## config.mk

```make
export PLATFORM = sky130hd
export DESIGN_NAME = smi_status_enable_bank
export DESIGN_NICKNAME = d
export VERILOG_FILES = /design/src/core/smi_pkg.sv /design/src/core/smi_status_enable_bank.sv /design/src/core/smi_sync.sv /design/src/core/smi_sticky.sv
export SDC_FILE = /design/constraint.sdc
export NUM_CORES = 1
export LEC_CHECK = 0
export BUFFER_PORTS_ARGS = -buffer_cell sky130_fd_sc_hd__buf_2
export CAP_MARGIN = 20
export CORE_UTILIZATION = 51
export CTS_CLUSTER_DIAMETER = 150
export CTS_CLUSTER_SIZE = 24
export DETAILED_ROUTE_END_ITERATION = 16
export GPL_TIMING_DRIVEN = 0
export PLACE_DENSITY_LB_ADDON = 0.12
export SKIP_CTS_REPAIR_TIMING = 1
export SYNTH_ARGS = -nofsm -noshare
export SYNTH_HDL_FRONTEND = slang
export SYNTH_SLANG_ARGS = --single-unit
```

## constraint.sdc

```tcl
create_clock -name aclk -period 2.3 [get_ports aclk]
set_input_delay 0 -clock aclk [delete_from_list [all_inputs] [get_ports aclk]]
set_output_delay 0 -clock aclk [all_outputs]
set_load 0.05 [all_outputs]
```

## src/core/smi_pkg.sv

```systemverilog
// Purpose: constants, types and address helpers for the management irq bank
// Assumes: AXI4-Lite, 32-bit data, one register per aligned word
// Notes: byte address of a register is four times its index
package smi_pkg;

  // ----------------------------------------------------------------------
  // register indices
  // ----------------------------------------------------------------------
  typedef logic [5:0] smi_idx_t;
  localparam int unsigned AXI_AW = 8;
  localparam smi_idx_t IDX_STS_P2 = 6'h12;
  localparam smi_idx_t IDX_STS_P3FAN = 6'h13;
  localparam smi_idx_t IDX_STS_P5 = 6'h14;
  localparam smi_idx_t IDX_STS_P1 = 6'h15;
  localparam smi_idx_t IDX_EN_DEV = 6'h16;
  localparam smi_idx_t IDX_EN_ROUTE = 6'h17;
  localparam smi_idx_t IDX_EV_STS = 6'h20;
  localparam smi_idx_t IDX_EV_CLR = 6'h21;
  localparam smi_idx_t IDX_EV_EN = 6'h22;

  // ----------------------------------------------------------------------
  // reset values and field layout
  // ----------------------------------------------------------------------
  localparam int unsigned STS_REGS = 4;
  localparam int unsigned FLAG_W = 32;
  localparam int unsigned EV_W = 2;
  localparam logic [FLAG_W-1:0] RST_FLAGS = 32'h0000_0000;
  localparam logic [7:0] RST_EN = 8'h00;
  localparam logic [7:0] EN_DEV_WMASK = 8'h9E;
  localparam logic [EV_W-1:0] RST_EV = 2'h0;
  localparam int unsigned EN1_PARALLEL = 1;
  localparam int unsigned EN1_SERIAL2 = 2;
  localparam int unsigned EN1_SERIAL1 = 3;
  localparam int unsigned EN1_FLOPPY = 4;
  localparam int unsigned EN1_WATCHDOG = 7;
  localparam int unsigned EN2_MOUSE = 0;
  localparam int unsigned EN2_KEYBOARD = 1;
  localparam int unsigned EN2_TWO_WIRE = 2;
  localparam int unsigned EN2_RING1 = 3;
  localparam int unsigned EN2_KBC_P12 = 4;
  localparam int unsigned EN2_RING2_LOW = 5;
  localparam int unsigned EN2_ROUTE_SERIAL = 6;
  localparam int unsigned EN2_ROUTE_PIN = 7;
  localparam int unsigned EV_GROUP_RISE = 0;
  localparam int unsigned EV_FLAG_NEW = 1;
  localparam logic [1:0] RESP_OKAY = 2'h0;
  localparam logic [1:0] RESP_SLVERR = 2'h2;

  // on-chip device interrupt levels, cleared at their source
  typedef struct packed {
    logic parallel;
    logic serial2;
    logic serial1;
    logic floppy;
    logic watchdog;
    logic mouse;
    logic keyboard;
    logic two_wire;
    logic ring1;
    logic kbc_p12;
    logic ring2;
  } smi_dev_irq_s;

  function automatic smi_idx_t smi_addr_idx(input logic [AXI_AW-1:0] addr);
    return addr[AXI_AW-1:2];
  endfunction

  function automatic logic smi_addr_ok(input logic [AXI_AW-1:0] addr);
    smi_idx_t idx;
    idx = addr[AXI_AW-1:2];
    return (addr[1:0] == 2'h0) &&
           (((idx >= IDX_STS_P2) && (idx <= IDX_EN_ROUTE)) ||
            ((idx >= IDX_EV_STS) && (idx <= IDX_EV_EN)));
  endfunction

endpackage

```

## src/core/smi_status_enable_bank.sv

```systemverilog
// Purpose: sticky management-irq status flags, enables and group routing
// Assumes: AXI4-Lite slave, 100 MHz aclk, pins asynchronous to aclk
// Notes: gpio enables arrive from outside on gpio_enable_mask
//
// How it works
// - status flags stay set until software writes one to the bit.
// - index 12h bits: port2 pins 0,1,2, port6 pin0, port2 pins 4-7.
// - index 13h bits: port3 pins 0-3, port4 pin1, fan, port4 pin3, port6 pin1.
// - index 14h reports port5 pins 0 to 7 in bit order.
// - index 15h reports port1 pins 0 to 7 in bit order.
// - an enable bit of one passes its source to the group irq; ring2 is passed by a zero.
// - index 16h enables parallel b1, serial2 b2, serial1 b3, floppy b4, watchdog b7.
// - index 17h bits 0-4 enable mouse, keyboard, two-wire, ring1, kbc bit; bit 5 at zero passes ring2.
// - index 17h bits 6 and 7 forward the group irq onward.
// - mouse, keyboard and the other device sources are plain levels, cleared at source.
//
// Register access over AXI4-Lite is this design's own decision.
`timescale 1ns/100ps
`default_nettype none
module smi_status_enable_bank (
  input wire logic aclk, // clock
  input wire logic aresetn, // sync reset, low
  input wire logic [7:0] s_axi_awaddr, // write address
  input wire logic s_axi_awvalid, // write address valid
  output logic s_axi_awready, // write address ready
  input wire logic [31:0] s_axi_wdata, // write data
  input wire logic [3:0] s_axi_wstrb, // write strobes
  input wire logic s_axi_wvalid, // write data valid
  output logic s_axi_wready, // write data ready
  output logic [1:0] s_axi_bresp, // write response
  output logic s_axi_bvalid, // write response valid
  input wire logic s_axi_bready, // write response ready
  input wire logic [7:0] s_axi_araddr, // read address
  input wire logic s_axi_arvalid, // read address valid
  output logic s_axi_arready, // read address ready
  output logic [31:0] s_axi_rdata, // read data
  output logic [1:0] s_axi_rresp, // read response
  output logic s_axi_rvalid, // read data valid
  input wire logic s_axi_rready, // read data ready
  input wire logic [7:0] gpio_p1, // port1 pins
  input wire logic [7:0] gpio_p2, // port2 pins, bit 3 unused
  input wire logic [3:0] gpio_p3, // port3 pins 0-3
  input wire logic gpio_p4_b1, // port4 pin1
  input wire logic gpio_p4_b3, // port4 pin3
  input wire logic [7:0] gpio_p5, // port5 pins
  input wire logic gpio_p6_b0, // port6 pin0
  input wire logic gpio_p6_b1, // port6 pin1
  input wire logic fan_speed_pulse_event, // fan_speed_pulse_event event pin
  input wire smi_pkg::smi_dev_irq_s dev_irq, // device irq levels
  input wire logic [31:0] gpio_enable_mask, // per-flag enables
  output logic group_mgmt_irq, // group irq, high active
  output logic mgmt_irq_pin_n, // dedicated pin, low active
  output logic serial_irq_request, // to serial irq stream
  output logic irq // block interrupt
);

  // ----------------------------------------------------------------------
  // pin capture
  // ----------------------------------------------------------------------
  logic [smi_pkg::FLAG_W-1:0] pin_raw;
  logic [smi_pkg::FLAG_W-1:0] pin_s;

  // register order: p1, p5, p3/fan, p2
  assign pin_raw = {gpio_p1, gpio_p5,
                    gpio_p6_b1, gpio_p4_b3, fan_speed_pulse_event, gpio_p4_b1, gpio_p3,
                    gpio_p2[7:4], gpio_p6_b0, gpio_p2[2:0]};

  smi_sync #(.W(smi_pkg::FLAG_W)) u_sync (
    .aclk(aclk),
    .aresetn(aresetn),
    .d(pin_raw),
    .q(pin_s)
  );

  // ----------------------------------------------------------------------
  // write channel
  // ----------------------------------------------------------------------
  logic aw_full_q;
  logic w_full_q;
  logic [7:0] awaddr_q;
  logic [31:0] wdata_q;
  logic [3:0] wstrb_q;
  logic wr_fire;
  logic wr_ok;
  smi_pkg::smi_idx_t wr_idx;
  logic wr_byte0;

  assign wr_fire = aw_full_q && w_full_q && !s_axi_bvalid;
  assign wr_ok = smi_pkg::smi_addr_ok(awaddr_q);
  assign wr_idx = smi_pkg::smi_addr_idx(awaddr_q);
  assign wr_byte0 = wr_fire && wr_ok && wstrb_q[0];

  always_ff @(posedge aclk) begin
    if (!aresetn) begin
      aw_full_q <= 1'b0;
      awaddr_q <= 8'h00;
      s_axi_awready <= 1'b1;
    end else if (s_axi_awvalid && s_axi_awready) begin
      aw_full_q <= 1'b1;
      awaddr_q <= s_axi_awaddr;
      s_axi_awready <= 1'b0;
    end else if (wr_fire) begin
      aw_full_q <= 1'b0;
    end else if (s_axi_bvalid && s_axi_bready) begin
      s_axi_awready <= 1'b1;
    end
  end

  always_ff @(posedge aclk) begin
    if (!aresetn) begin
      w_full_q <= 1'b0;
      wdata_q <= 32'h0000_0000;
      wstrb_q <= 4'h0;
      s_axi_wready <= 1'b1;
    end else if (s_axi_wvalid && s_axi_wready) begin
      w_full_q <= 1'b1;
      wdata_q <= s_axi_wdata;
      wstrb_q <= s_axi_wstrb;
      s_axi_wready <= 1'b0;
    end else if (wr_fire) begin
      w_full_q <= 1'b0;
    end else if (s_axi_bvalid && s_axi_bready) begin
      s_axi_wready <= 1'b1;
    end
  end

  always_ff @(posedge aclk) begin
    if (!aresetn) begin
      s_axi_bvalid <= 1'b0;
      s_axi_bresp <= smi_pkg::RESP_OKAY;
    end else if (wr_fire) begin
      s_axi_bvalid <= 1'b1;
      s_axi_bresp <= wr_ok ? smi_pkg::RESP_OKAY : smi_pkg::RESP_SLVERR;
    end else if (s_axi_bready) begin
      s_axi_bvalid <= 1'b0;
    end
  end

  // ----------------------------------------------------------------------
  // status flags and enables
  // ----------------------------------------------------------------------
  logic [smi_pkg::FLAG_W-1:0] flag_q;
  logic [smi_pkg::FLAG_W-1:0] flag_set;
  logic [smi_pkg::FLAG_W-1:0] flag_clr;
  logic [7:0] en_dev_q;
  logic [7:0] en_route_q;

  assign flag_set = pin_s;

  // write-one-clear, one byte per status index
  always_comb begin
    flag_clr = '0;
    for (int r = 0; r < smi_pkg::STS_REGS; r++) begin
      if (wr_byte0 && (wr_idx == smi_pkg::IDX_STS_P2 + 6'(r))) begin
        flag_clr[r*8 +: 8] = wdata_q[7:0];
      end
    end
  end

  smi_sticky #(.W(smi_pkg::FLAG_W), .RST(smi_pkg::RST_FLAGS)) u_flags (
    .aclk(aclk),
    .aresetn(aresetn),
    .set(flag_set),
    .clr(flag_clr),
    .q(flag_q)
  );

  always_ff @(posedge aclk) begin
    if (!aresetn) begin
      en_dev_q <= smi_pkg::RST_EN;
    end else if (wr_byte0 && (wr_idx == smi_pkg::IDX_EN_DEV)) begin
      en_dev_q <= wdata_q[7:0] & smi_pkg::EN_DEV_WMASK;
    end
  end

  always_ff @(posedge aclk) begin
    if (!aresetn) begin
      en_route_q <= smi_pkg::RST_EN;
    end else if (wr_byte0 && (wr_idx == smi_pkg::IDX_EN_ROUTE)) begin
      en_route_q <= wdata_q[7:0];
    end
  end

  // ----------------------------------------------------------------------
  // group combine and routing
  // ----------------------------------------------------------------------
  logic dev_hit;
  logic group_d;
  logic route_pin;
  logic route_serial;

  // mouse and keyboard are plain levels, cleared at source
  assign dev_hit =
    (dev_irq.parallel && en_dev_q[smi_pkg::EN1_PARALLEL]) ||
    (dev_irq.serial2 && en_dev_q[smi_pkg::EN1_SERIAL2]) ||
    (dev_irq.serial1 && en_dev_q[smi_pkg::EN1_SERIAL1]) ||
    (dev_irq.floppy && en_dev_q[smi_pkg::EN1_FLOPPY]) ||
    (dev_irq.watchdog && en_dev_q[smi_pkg::EN1_WATCHDOG]) ||
    (dev_irq.mouse && en_route_q[smi_pkg::EN2_MOUSE]) ||
    (dev_irq.keyboard && en_route_q[smi_pkg::EN2_KEYBOARD]) ||
    (dev_irq.two_wire && en_route_q[smi_pkg::EN2_TWO_WIRE]) ||
    (dev_irq.ring1 && en_route_q[smi_pkg::EN2_RING1]) ||
    (dev_irq.kbc_p12 && en_route_q[smi_pkg::EN2_KBC_P12]) ||
    (dev_irq.ring2 && !en_route_q[smi_pkg::EN2_RING2_LOW]);

  assign group_d = (|(flag_q & gpio_enable_mask)) || dev_hit;
  assign route_serial = en_route_q[smi_pkg::EN2_ROUTE_SERIAL];
  assign route_pin = en_route_q[smi_pkg::EN2_ROUTE_PIN];

  always_ff @(posedge aclk) begin
    if (!aresetn) begin
      group_mgmt_irq <= 1'b0;
      mgmt_irq_pin_n <= 1'b1;
      serial_irq_request <= 1'b0;
    end else begin
      group_mgmt_irq <= group_d;
      mgmt_irq_pin_n <= !(group_d && route_pin);
      serial_irq_request <= group_d && route_serial;
    end
  end

  // ----------------------------------------------------------------------
  // block interrupt
  // ----------------------------------------------------------------------
  logic [smi_pkg::EV_W-1:0] ev_q;
  logic [smi_pkg::EV_W-1:0] ev_set;
  logic [smi_pkg::EV_W-1:0] ev_clr;
  logic [smi_pkg::EV_W-1:0] ev_en_q;

  always_comb begin
    ev_set = '0;
    ev_set[smi_pkg::EV_GROUP_RISE] = group_d && !group_mgmt_irq;
    ev_set[smi_pkg::EV_FLAG_NEW] = |(flag_set & ~flag_q);
    ev_clr = '0;
    if (wr_byte0 && (wr_idx == smi_pkg::IDX_EV_CLR)) begin
      ev_clr = wdata_q[smi_pkg::EV_W-1:0];
    end
  end

  smi_sticky #(.W(smi_pkg::EV_W), .RST(smi_pkg::RST_EV)) u_events (
    .aclk(aclk),
    .aresetn(aresetn),
    .set(ev_set),
    .clr(ev_clr),
    .q(ev_q)
  );

  always_ff @(posedge aclk) begin
    if (!aresetn) begin
      ev_en_q <= smi_pkg::RST_EV;
    end else if (wr_byte0 && (wr_idx == smi_pkg::IDX_EV_EN)) begin
      ev_en_q <= wdata_q[smi_pkg::EV_W-1:0];
    end
  end

  always_ff @(posedge aclk) begin
    if (!aresetn) begin
      irq <= 1'b0;
    end else begin
      irq <= |(ev_q & ev_en_q);
    end
  end

  // ----------------------------------------------------------------------
  // read channel
  // ----------------------------------------------------------------------
  logic [7:0] rd_byte;
  smi_pkg::smi_idx_t rd_idx;

  assign rd_idx = smi_pkg::smi_addr_idx(s_axi_araddr);

  always_comb begin
    rd_byte = 8'h00;
    unique case (rd_idx)
      smi_pkg::IDX_STS_P2: rd_byte = flag_q[7:0];
      smi_pkg::IDX_STS_P3FAN: rd_byte = flag_q[15:8];
      smi_pkg::IDX_STS_P5: rd_byte = flag_q[23:16];
      smi_pkg::IDX_STS_P1: rd_byte = flag_q[31:24];
      smi_pkg::IDX_EN_DEV: rd_byte = en_dev_q;
      smi_pkg::IDX_EN_ROUTE: rd_byte = en_route_q;
      smi_pkg::IDX_EV_STS: rd_byte = {6'h00, ev_q};
      smi_pkg::IDX_EV_EN: rd_byte = {6'h00, ev_en_q};
      default: rd_byte = 8'h00;
    endcase
  end

  always_ff @(posedge aclk) begin
    if (!aresetn) begin
      s_axi_arready <= 1'b1;
      s_axi_rvalid <= 1'b0;
      s_axi_rdata <= 32'h0000_0000;
      s_axi_rresp <= smi_pkg::RESP_OKAY;
    end else if (s_axi_arvalid && s_axi_arready) begin
      s_axi_arready <= 1'b0;
      s_axi_rvalid <= 1'b1;
      if (smi_pkg::smi_addr_ok(s_axi_araddr)) begin
        s_axi_rdata <= {24'h00_0000, rd_byte};
        s_axi_rresp <= smi_pkg::RESP_OKAY;
      end else begin
        s_axi_rdata <= 32'h0000_0000;
        s_axi_rresp <= smi_pkg::RESP_SLVERR;
      end
    end else if (s_axi_rvalid && s_axi_rready) begin
      s_axi_rvalid <= 1'b0;
      s_axi_arready <= 1'b1;
    end
  end

  logic [smi_pkg::FLAG_W-1:0] keep_v;
  logic [smi_pkg::FLAG_W-1:0] clr_only;
  assign keep_v = flag_q & ~flag_clr;
  assign clr_only = flag_clr & ~flag_set;
endmodule
`default_nettype wire

```

## src/core/smi_sync.sv

```systemverilog
// Purpose: two-flop synchroniser for a vector of pin levels
// Assumes: bits are independent levels
// Notes: first stage is read only by the second
`timescale 1ns/100ps
`default_nettype none
module smi_sync #(
  parameter int unsigned W = 8
) (
  input wire logic aclk, // clock
  input wire logic aresetn, // sync reset, low
  input wire logic [W-1:0] d, // async levels
  output logic [W-1:0] q // synchronised levels
);
  logic [W-1:0] meta_q;

  always_ff @(posedge aclk) begin
    if (!aresetn) begin
      meta_q <= '0;
      q <= '0;
    end else begin
      meta_q <= d;
      q <= meta_q;
    end
  end
endmodule
`default_nettype wire

```

## src/core/smi_sticky.sv

```systemverilog
// Purpose: bank of sticky flags, set by hardware, cleared by write-one
// Assumes: set and clear are one-cycle qualified vectors
// Notes: a set in the clearing cycle wins
`timescale 1ns/100ps
`default_nettype none
module smi_sticky #(
  parameter int unsigned W = 8,
  parameter logic [W-1:0] RST = '0
) (
  input wire logic aclk, // clock
  input wire logic aresetn, // sync reset, low
  input wire logic [W-1:0] set, // hardware set
  input wire logic [W-1:0] clr, // software clear
  output logic [W-1:0] q // flags
);
  always_ff @(posedge aclk) begin
    if (!aresetn) begin
      q <= RST;
    end else begin
      q <= (q & ~clr) | set;
    end
  end
endmodule
`default_nettype wire

```

==> metrics, run 1 <==
Synth Area in Simple Gates=0.175; Site Rows=38; CP Cell Sequence=or4b_1 -> or3_4 -> nor3_2 -> a31oi_1; Worst-Margin Slew=around 760 ps; critical-path maximum fanout=8; Port-buffer cells=between 100 and 150; Non-Filler Instances=1000; RSZ-0062 raised after global routing=false; maxcap violations=0; nature of the critical path endpoint=flop; minimum clock period=~2200 ps; CP Launch Type=flop; Iter 0 DRT Violations=~430; HP Class=in -> reg; Final Cycle Share=0.958; Final ANT Viol Nets=0; post-synthesis sequential area ratio=0.515; Synth Area in XOR/XNOR=0; Ys Warns=0; f_max=around 0.45 GHz; Power Internal=around 0.0045 W; hold slack=-5.63 ps; share of layout cells above drive strength 1=0.229; critical path required time=2560 ps; Clock Latency Late Sink=420 ps; Die H=109 µm; Main synth FF type=dfxtp_1; Avg Synthesized Cell Area=~9.4 µm²; cts bufs inserted=17; FF+latch count, synth=between 150 and 200; final WL=around 18 mm; clk slew on worst S/H paths=approximately 60 ps; first-pass GRT wire length=25.1 mm; Die X=109 µm; Sw Ratio=0.266; Bufs and invs on worst path=0; Final Hold Vio Count=4; Synth cell types=44; P_leak=3.26 nW; register share of total power=0.460; # DRC=0; Power Total=0.00617 W; Die ar.=0.0119 mm²; commonest non-fill, non-tap cell in the layout=dfxtp_1; clock skew=about 6.1 ps; CP peak stage delay=between 500 and 600 ps; antenna diode count=0; drt via density=5.44; Clock power frac=0.430; Vias=5436; Area growth syn-to-layout=34.1%; H-tree depth=4; initial core utilization=0.532; vias in the first global route=roughly 4700; synthesized instance count=625; crit path DAT=2470 ps; GRT Total Usage=0.291; initial antenna violation count=0; Async S/R FF share, synth=0; most frequent cells in the layout=dfxtp_1 (151), buf_2 (124), and2_1 (72), nand2_1 (66), dlygate4sd3_1 (52); pin count of the biggest net entering global routing=17; Worst path slowest cell=nor3_2; gr ovfl total=0; Max IR drop VDD=between 0.6 and 0.7 mV; Fill cells=between 800 and 900; clk root buf=clkbuf_16; Sink Count=approximately 150; Combinational Power Share=0.110; Clock Path Buffers=2; net count reported at finish=~1000; 1st-pass router iterations=6; PwrDens=approximately 790 mW/mm²; detailed placement HPWL=between 10 and 15 mm; relative slew slack=0.488; WL per Instance=17.7 µm; run status=finished, violations left; mux contribution to synthesized area=0.0533; Post-synth EDFFs=0; CTS tree=done; Placement Cell Area=just under 0.007 mm²; failing checks=hold timing; Max Transition Viols Final=0; Setup Viol. Count Final=0; I/O Pins=180; post-synthesis adder-cell area fraction=0; critical path class=reg -> reg; CP delay by family, top=simple AND/OR/NAND/NOR gates; post-route cell area=between 0.007 and 0.008 mm²; Compound-Gate Fraction of Synth Area=0.183; main combinational cell family by area after synthesis=compound AO/OA/AOI/OAI gates; core outline area=roughly 0.011 mm²; Psw=about 0.0016 W; GP Congestion=about 0.9; Placed Instances=915; Syn Std Cell Area=slightly below 0.006 mm²
## worst register-to-register path, delay by kind of cell (launching register included)
family,cells,cell delay [ps]
AOI/OAI and AO/OA,1,210
and+or+nand+nor,3,1520
DFF,1,320
## metrics by stage
step	TNS, ps	util	hold slack [ps]	setup slack, ps
6_report	0	0.713	-5.63	96.2
5_1_grt	0	0.713	9.01	15.2
4_1_cts	-2930	0.664	-227	-239
3_5_place_dp	-2120	0.613	208	-177
3_3_place_gp	-3050	0.612	205	-184
2_1_floorplan	0	-	127	243
## cell usage after synthesis (2+ instances only)
| cell | n | area [µm²] |
|---|---|---|
| o21ai_0 | 42 | 210 |
| mux4_2 | 5 | 113 |
| o22ai_1 | 17 | 106 |
| dfxtp_1 | 151 | 3020 |
| a21oi_1 | 34 | 170 |
| nor2_1 | 13 | 48.8 |
| nor4_1 | 4 | 25.0 |
| nand2_1 | 66 | 248 |
| buf_1 | 4 | 15.0 |
| a211oi_1 | 2 | 15.0 |
| nor3_1 | 12 | 60.1 |
| a31oi_1 | 35 | 219 |
| a22oi_1 | 11 | 82.6 |
| a21boi_0 | 2 | 15.0 |
| mux2i_1 | 20 | 200 |
| buf_4 | 26 | 195 |
| clkbuf_1 | 22 | 82.6 |
| nand2b_1 | 5 | 31.3 |
| and2_1 | 72 | 450 |
| a221oi_1 | 13 | 114 |
| a22o_1 | 11 | 96.3 |
| inv_1 | 36 | 135 |
## area by class of cell
type	instances	area, µm²	share of cell area
buffer	52	293	0.0372
clock buffer	17	425	0.0541
clock inverter	15	141	0.0180
inverter	36	135	0.0172
multi-input combinational	411	2510	0.320
sequential	151	3020	0.385
tap	140	175	0.0223
timing repair buffer	178	1160	0.147
## final timing paths
| check | end | slack, ps | cells after the start | startpoint |
|---|---|---|---|---|
| setup reg to reg | u_flags.q[9] | 100 | 4 | awaddr_q[5] |
| setup / recovery | u_flags.q[9] | 100 | 4 | awaddr_q[5] |
| hold reg to reg | mgmt_irq_pin_n | 410 | 1 | en_route_q[7] |
| hold / removal | s_axi_rdata[7] | -6 | 4 | s_axi_araddr[0] |
## kinds of logic after synthesis
family	count (synthesis)
AOI/OAI and AO/OA	172
buffers and inverters	88
DFF	151
muxes	25
other	1
and+or+nand+nor	188
## registers in the layout, indices dropped and copies added (netlist names), 2 cells and up
name and count:
en_route_q 8, en_dev_q 5, u_sync.meta_q 32, awaddr_q 8
s_axi_rdata 8, u_events.q 2, wdata_q 8, ev_en_q 2
u_flags.q 32, u_sync.q 32
## power by group through the flow
stage                     sequential (W)  combinational, W  clock (W)
after floorplan                  0.00288          0.000375          0
after global placement           0.00289          0.000581          0
after detailed placement         0.00289          0.000595          0
after CTS                        0.00284          0.000597    0.00268
after global routing             0.00285          0.000733    0.00282
final                            0.00284          0.000676    0.00265
## routing by layer
metal	wire [µm]	vias to the layer above	global-route usage
met5	0	-	0
met2	8410	279	0.473
met1	7340	2511	0.376
met3	1510	41	0.0652
li1	-	2605	-
met4	459	0	0.108
Note: power is estimated with default switching activity, not from simulation.
==> inputs of run 2 (changes only) <==
MAX_ROUTING_LAYER = met4   (was not set)
==> run 2 against run 1 <==
The run still ends with hold timing left. Die area is the same. Clock power grew 5%. Final area grew 0.62%. First-iteration DRC count grew 8.1%. Register-to-register slack is essentially flat. Critical endpoint is now u_flags.q[31]. Sequential cell count is the same. Clock skew grew 4.5 ps.
==> metrics, run 2 (synthesis results as in run 1) <==
run status=finished, violations left (unchanged); failing checks=hold timing (unchanged); clk slew on worst S/H paths=60 ps (about the same); HP Class=in -> reg (unchanged); gr ovfl total=0 (unchanged); critical-path maximum fanout=8 (unchanged); critical path class=reg -> reg (unchanged); Vias=5498 (was 5436); Final Cycle Share=0.953 (was 0.958); Max Transition Viols Final=0 (unchanged); Non-Filler Instances=1002 (was 1000); Port-buffer cells=124 (unchanged); most frequent cells in the layout=dfxtp_1 (151), buf_2 (124), and2_1 (72), nand2_1 (66), dlygate4sd3_1 (53) (was dfxtp_1 (151), buf_2 (124), and2_1 (72), nand2_1 (66), dlygate4sd3_1 (52)); initial core utilization=0.532 (unchanged); critical path required time=2570 ps (was 2560 ps); Top Registers=u_flags.q: 32 flops, u_sync.meta_q: 32 flops, u_sync.q: 32 flops (unchanged); core outline area=0.0110 mm² (unchanged); Worst-Margin Slew=826 ps (was 765 ps); maxcap violations=0 (unchanged); RSZ-0062 raised after global routing=false (unchanged); Crit. Startpoint=awaddr_q[5] (unchanged); final WL=17.6 mm (was 17.7 mm); reg2reg end=u_flags.q[31] (was u_flags.q[9]); WL per Instance=17.6 µm (was 17.7 µm); net count reported at finish=984 (was 982); Die H=109 µm (unchanged); Reg2Reg Depth=5 (was 4); P_leak=3.30 nW (was 3.26 nW); Site Rows=38 (unchanged); H-tree depth=4 (unchanged); 1st-pass router iterations=5 (was 6); I/O Pins=180 (unchanged); # DRC=0 (unchanged); share of layout cells above drive strength 1=0.227 (was 0.229); cts bufs inserted=17 (unchanged); Clock Latency Late Sink=410 ps (was 420 ps); Area growth syn-to-layout=34.9% (was 34.1%); crit path DAT=2460 ps (was 2470 ps); nature of the critical path endpoint=flop (unchanged); GP Congestion=0.915 (was 0.909); minimum clock period=2190 ps (was 2200 ps); Placed Instances=915 (unchanged); CTS tree=done (unchanged); Max IR drop VDD=0.652 mV (was 0.635 mV); hold slack=-14.6 ps (was -5.63 ps); Sink Count=151 (unchanged); vias in the first global route=4877 (was 4745); pin count of the biggest net entering global routing=17 (unchanged); GRT Total Usage=0.299 (was 0.291); relative slew slack=0.447 (was 0.488); drt via density=5.49 (was 5.44); CP Capture Point=u_flags.q[31] (was u_flags.q[9]); Die X=109 µm (unchanged); Final ANT Viol Nets=0 (unchanged); Iter 0 DRT Violations=469 (was 434); R2R Path Start=awaddr_q[5] (unchanged); CP Launch Type=flop (unchanged); clk root buf=clkbuf_16 (unchanged); commonest non-fill, non-tap cell in the layout=dfxtp_1 (unchanged); clock skew=10.6 ps (was 6.14 ps); Reg2Reg Setup Slack=110 ps (was 100 ps); Final Core Density=0.717 (was 0.713); Clock Path Buffers=2 (unchanged); Fill cells=810 (was 877); detailed placement HPWL=13.0 mm (was 12.9 mm); first-pass GRT wire length=25.0 mm (was 25.1 mm); Final Hold Vio Count=4 (unchanged); Setup Viol. Count Final=0 (unchanged); f_max=0.456 GHz (was 0.454 GHz); PwrDens=794 mW/mm² (was 785 mW/mm²); Die ar.=0.0119 mm² (unchanged); antenna diode count=0 (unchanged); initial antenna violation count=0 (unchanged)
==> run 2: changes by cell type in the layout (fill, tap and decap cells not counted), sizes merged <==
| cell | before | now |
|---|---|---|
| dlygate4sd3 | 52 | 53 |
| bufinv | 1 | 2 |
| clkinv | 2 | 5 |
| inv | 43 | 37 |
| clkbuf | 40 | 46 |
| clkinvlp | 5 | 2 |
==> run 2: area by class of cell <==
| cell class | count | area (µm²) | area share |
|---|---|---|---|
| Sequential cell | 151 | 3020 | 0.382 |
| Buffer | 52 | 293 | 0.0370 |
| Clock buffer | 22 | 484 | 0.0612 |
| Multi-Input combinational cell | 411 | 2510 | 0.317 |
| Tap cell | 140 | 175 | 0.0221 |
| Clock inverter | 10 | 119 | 0.0150 |
| Inverter | 36 | 135 | 0.0171 |
| Timing Repair Buffer | 180 | 1170 | 0.148 |
==> run 2: per-layer routing <==
layer / vias up / part of all wire / global-route usage
met5: - / 0 / -
met4: 0 / 0.038 / 0.150
met3: 58 / 0.080 / 0.0556
met2: 297 / 0.47 / 0.467
met1: 2539 / 0.41 / 0.370
li1: 2604 / - / -
==> run 2: how the worst min path moves through the flow <==
stage                          startpoint           endpoint  slack, ps  cells past startpoint
after floorplan                gpio_p2[0]   u_sync.meta_q[0]        130                      1
after global placement         gpio_p1[4]  u_sync.meta_q[28]        200                      2
after detailed placement       gpio_p6_b1  u_sync.meta_q[15]        210                      2
after CTS                      gpio_p2[6]   u_sync.meta_q[6]       -220                      2
after global routing      s_axi_araddr[0]     s_axi_rdata[5]          7                      4
final                     s_axi_araddr[0]     s_axi_rdata[4]        -10                      4
==> run 2: worst max-delay path: stages (launching register included) <==
cell and delay, ps:
dfxtp_1 320, or4b_1 550, nor3_1 190, nand2_1 140, nor2_1 670, a31oi_1 170
==> run 2: where the power goes <==
group / leakage, nW / switching [W] / internal, W
Combinational: 1.77 / 0.000384 / 0.000291
Clock: 0.294 / 0.00105 / 0.00172
Sequential: 1.24 / 0.000109 / 0.00273
Total: 3.30 / 0.00154 / 0.00474
==> run 2: per-stage QoR <==
stage / power (W) / area (µm²) / hold WS (ps) / TNS [ps] / setup slack [ps]
detailed placement: 0.00349 / 6760 / 208 / -1990 / -150
global route: 0.00651 / 7910 / 7.49 / 0 / 17.8
floorplan: 0.00326 / 5960 / 127 / 0 / 243
CTS: 0.00623 / 7360 / -223 / -2260 / -176
finish: 0.00628 / 7910 / -14.6 / 0 / 109
global placement: 0.00347 / 6750 / 205 / -3120 / -173
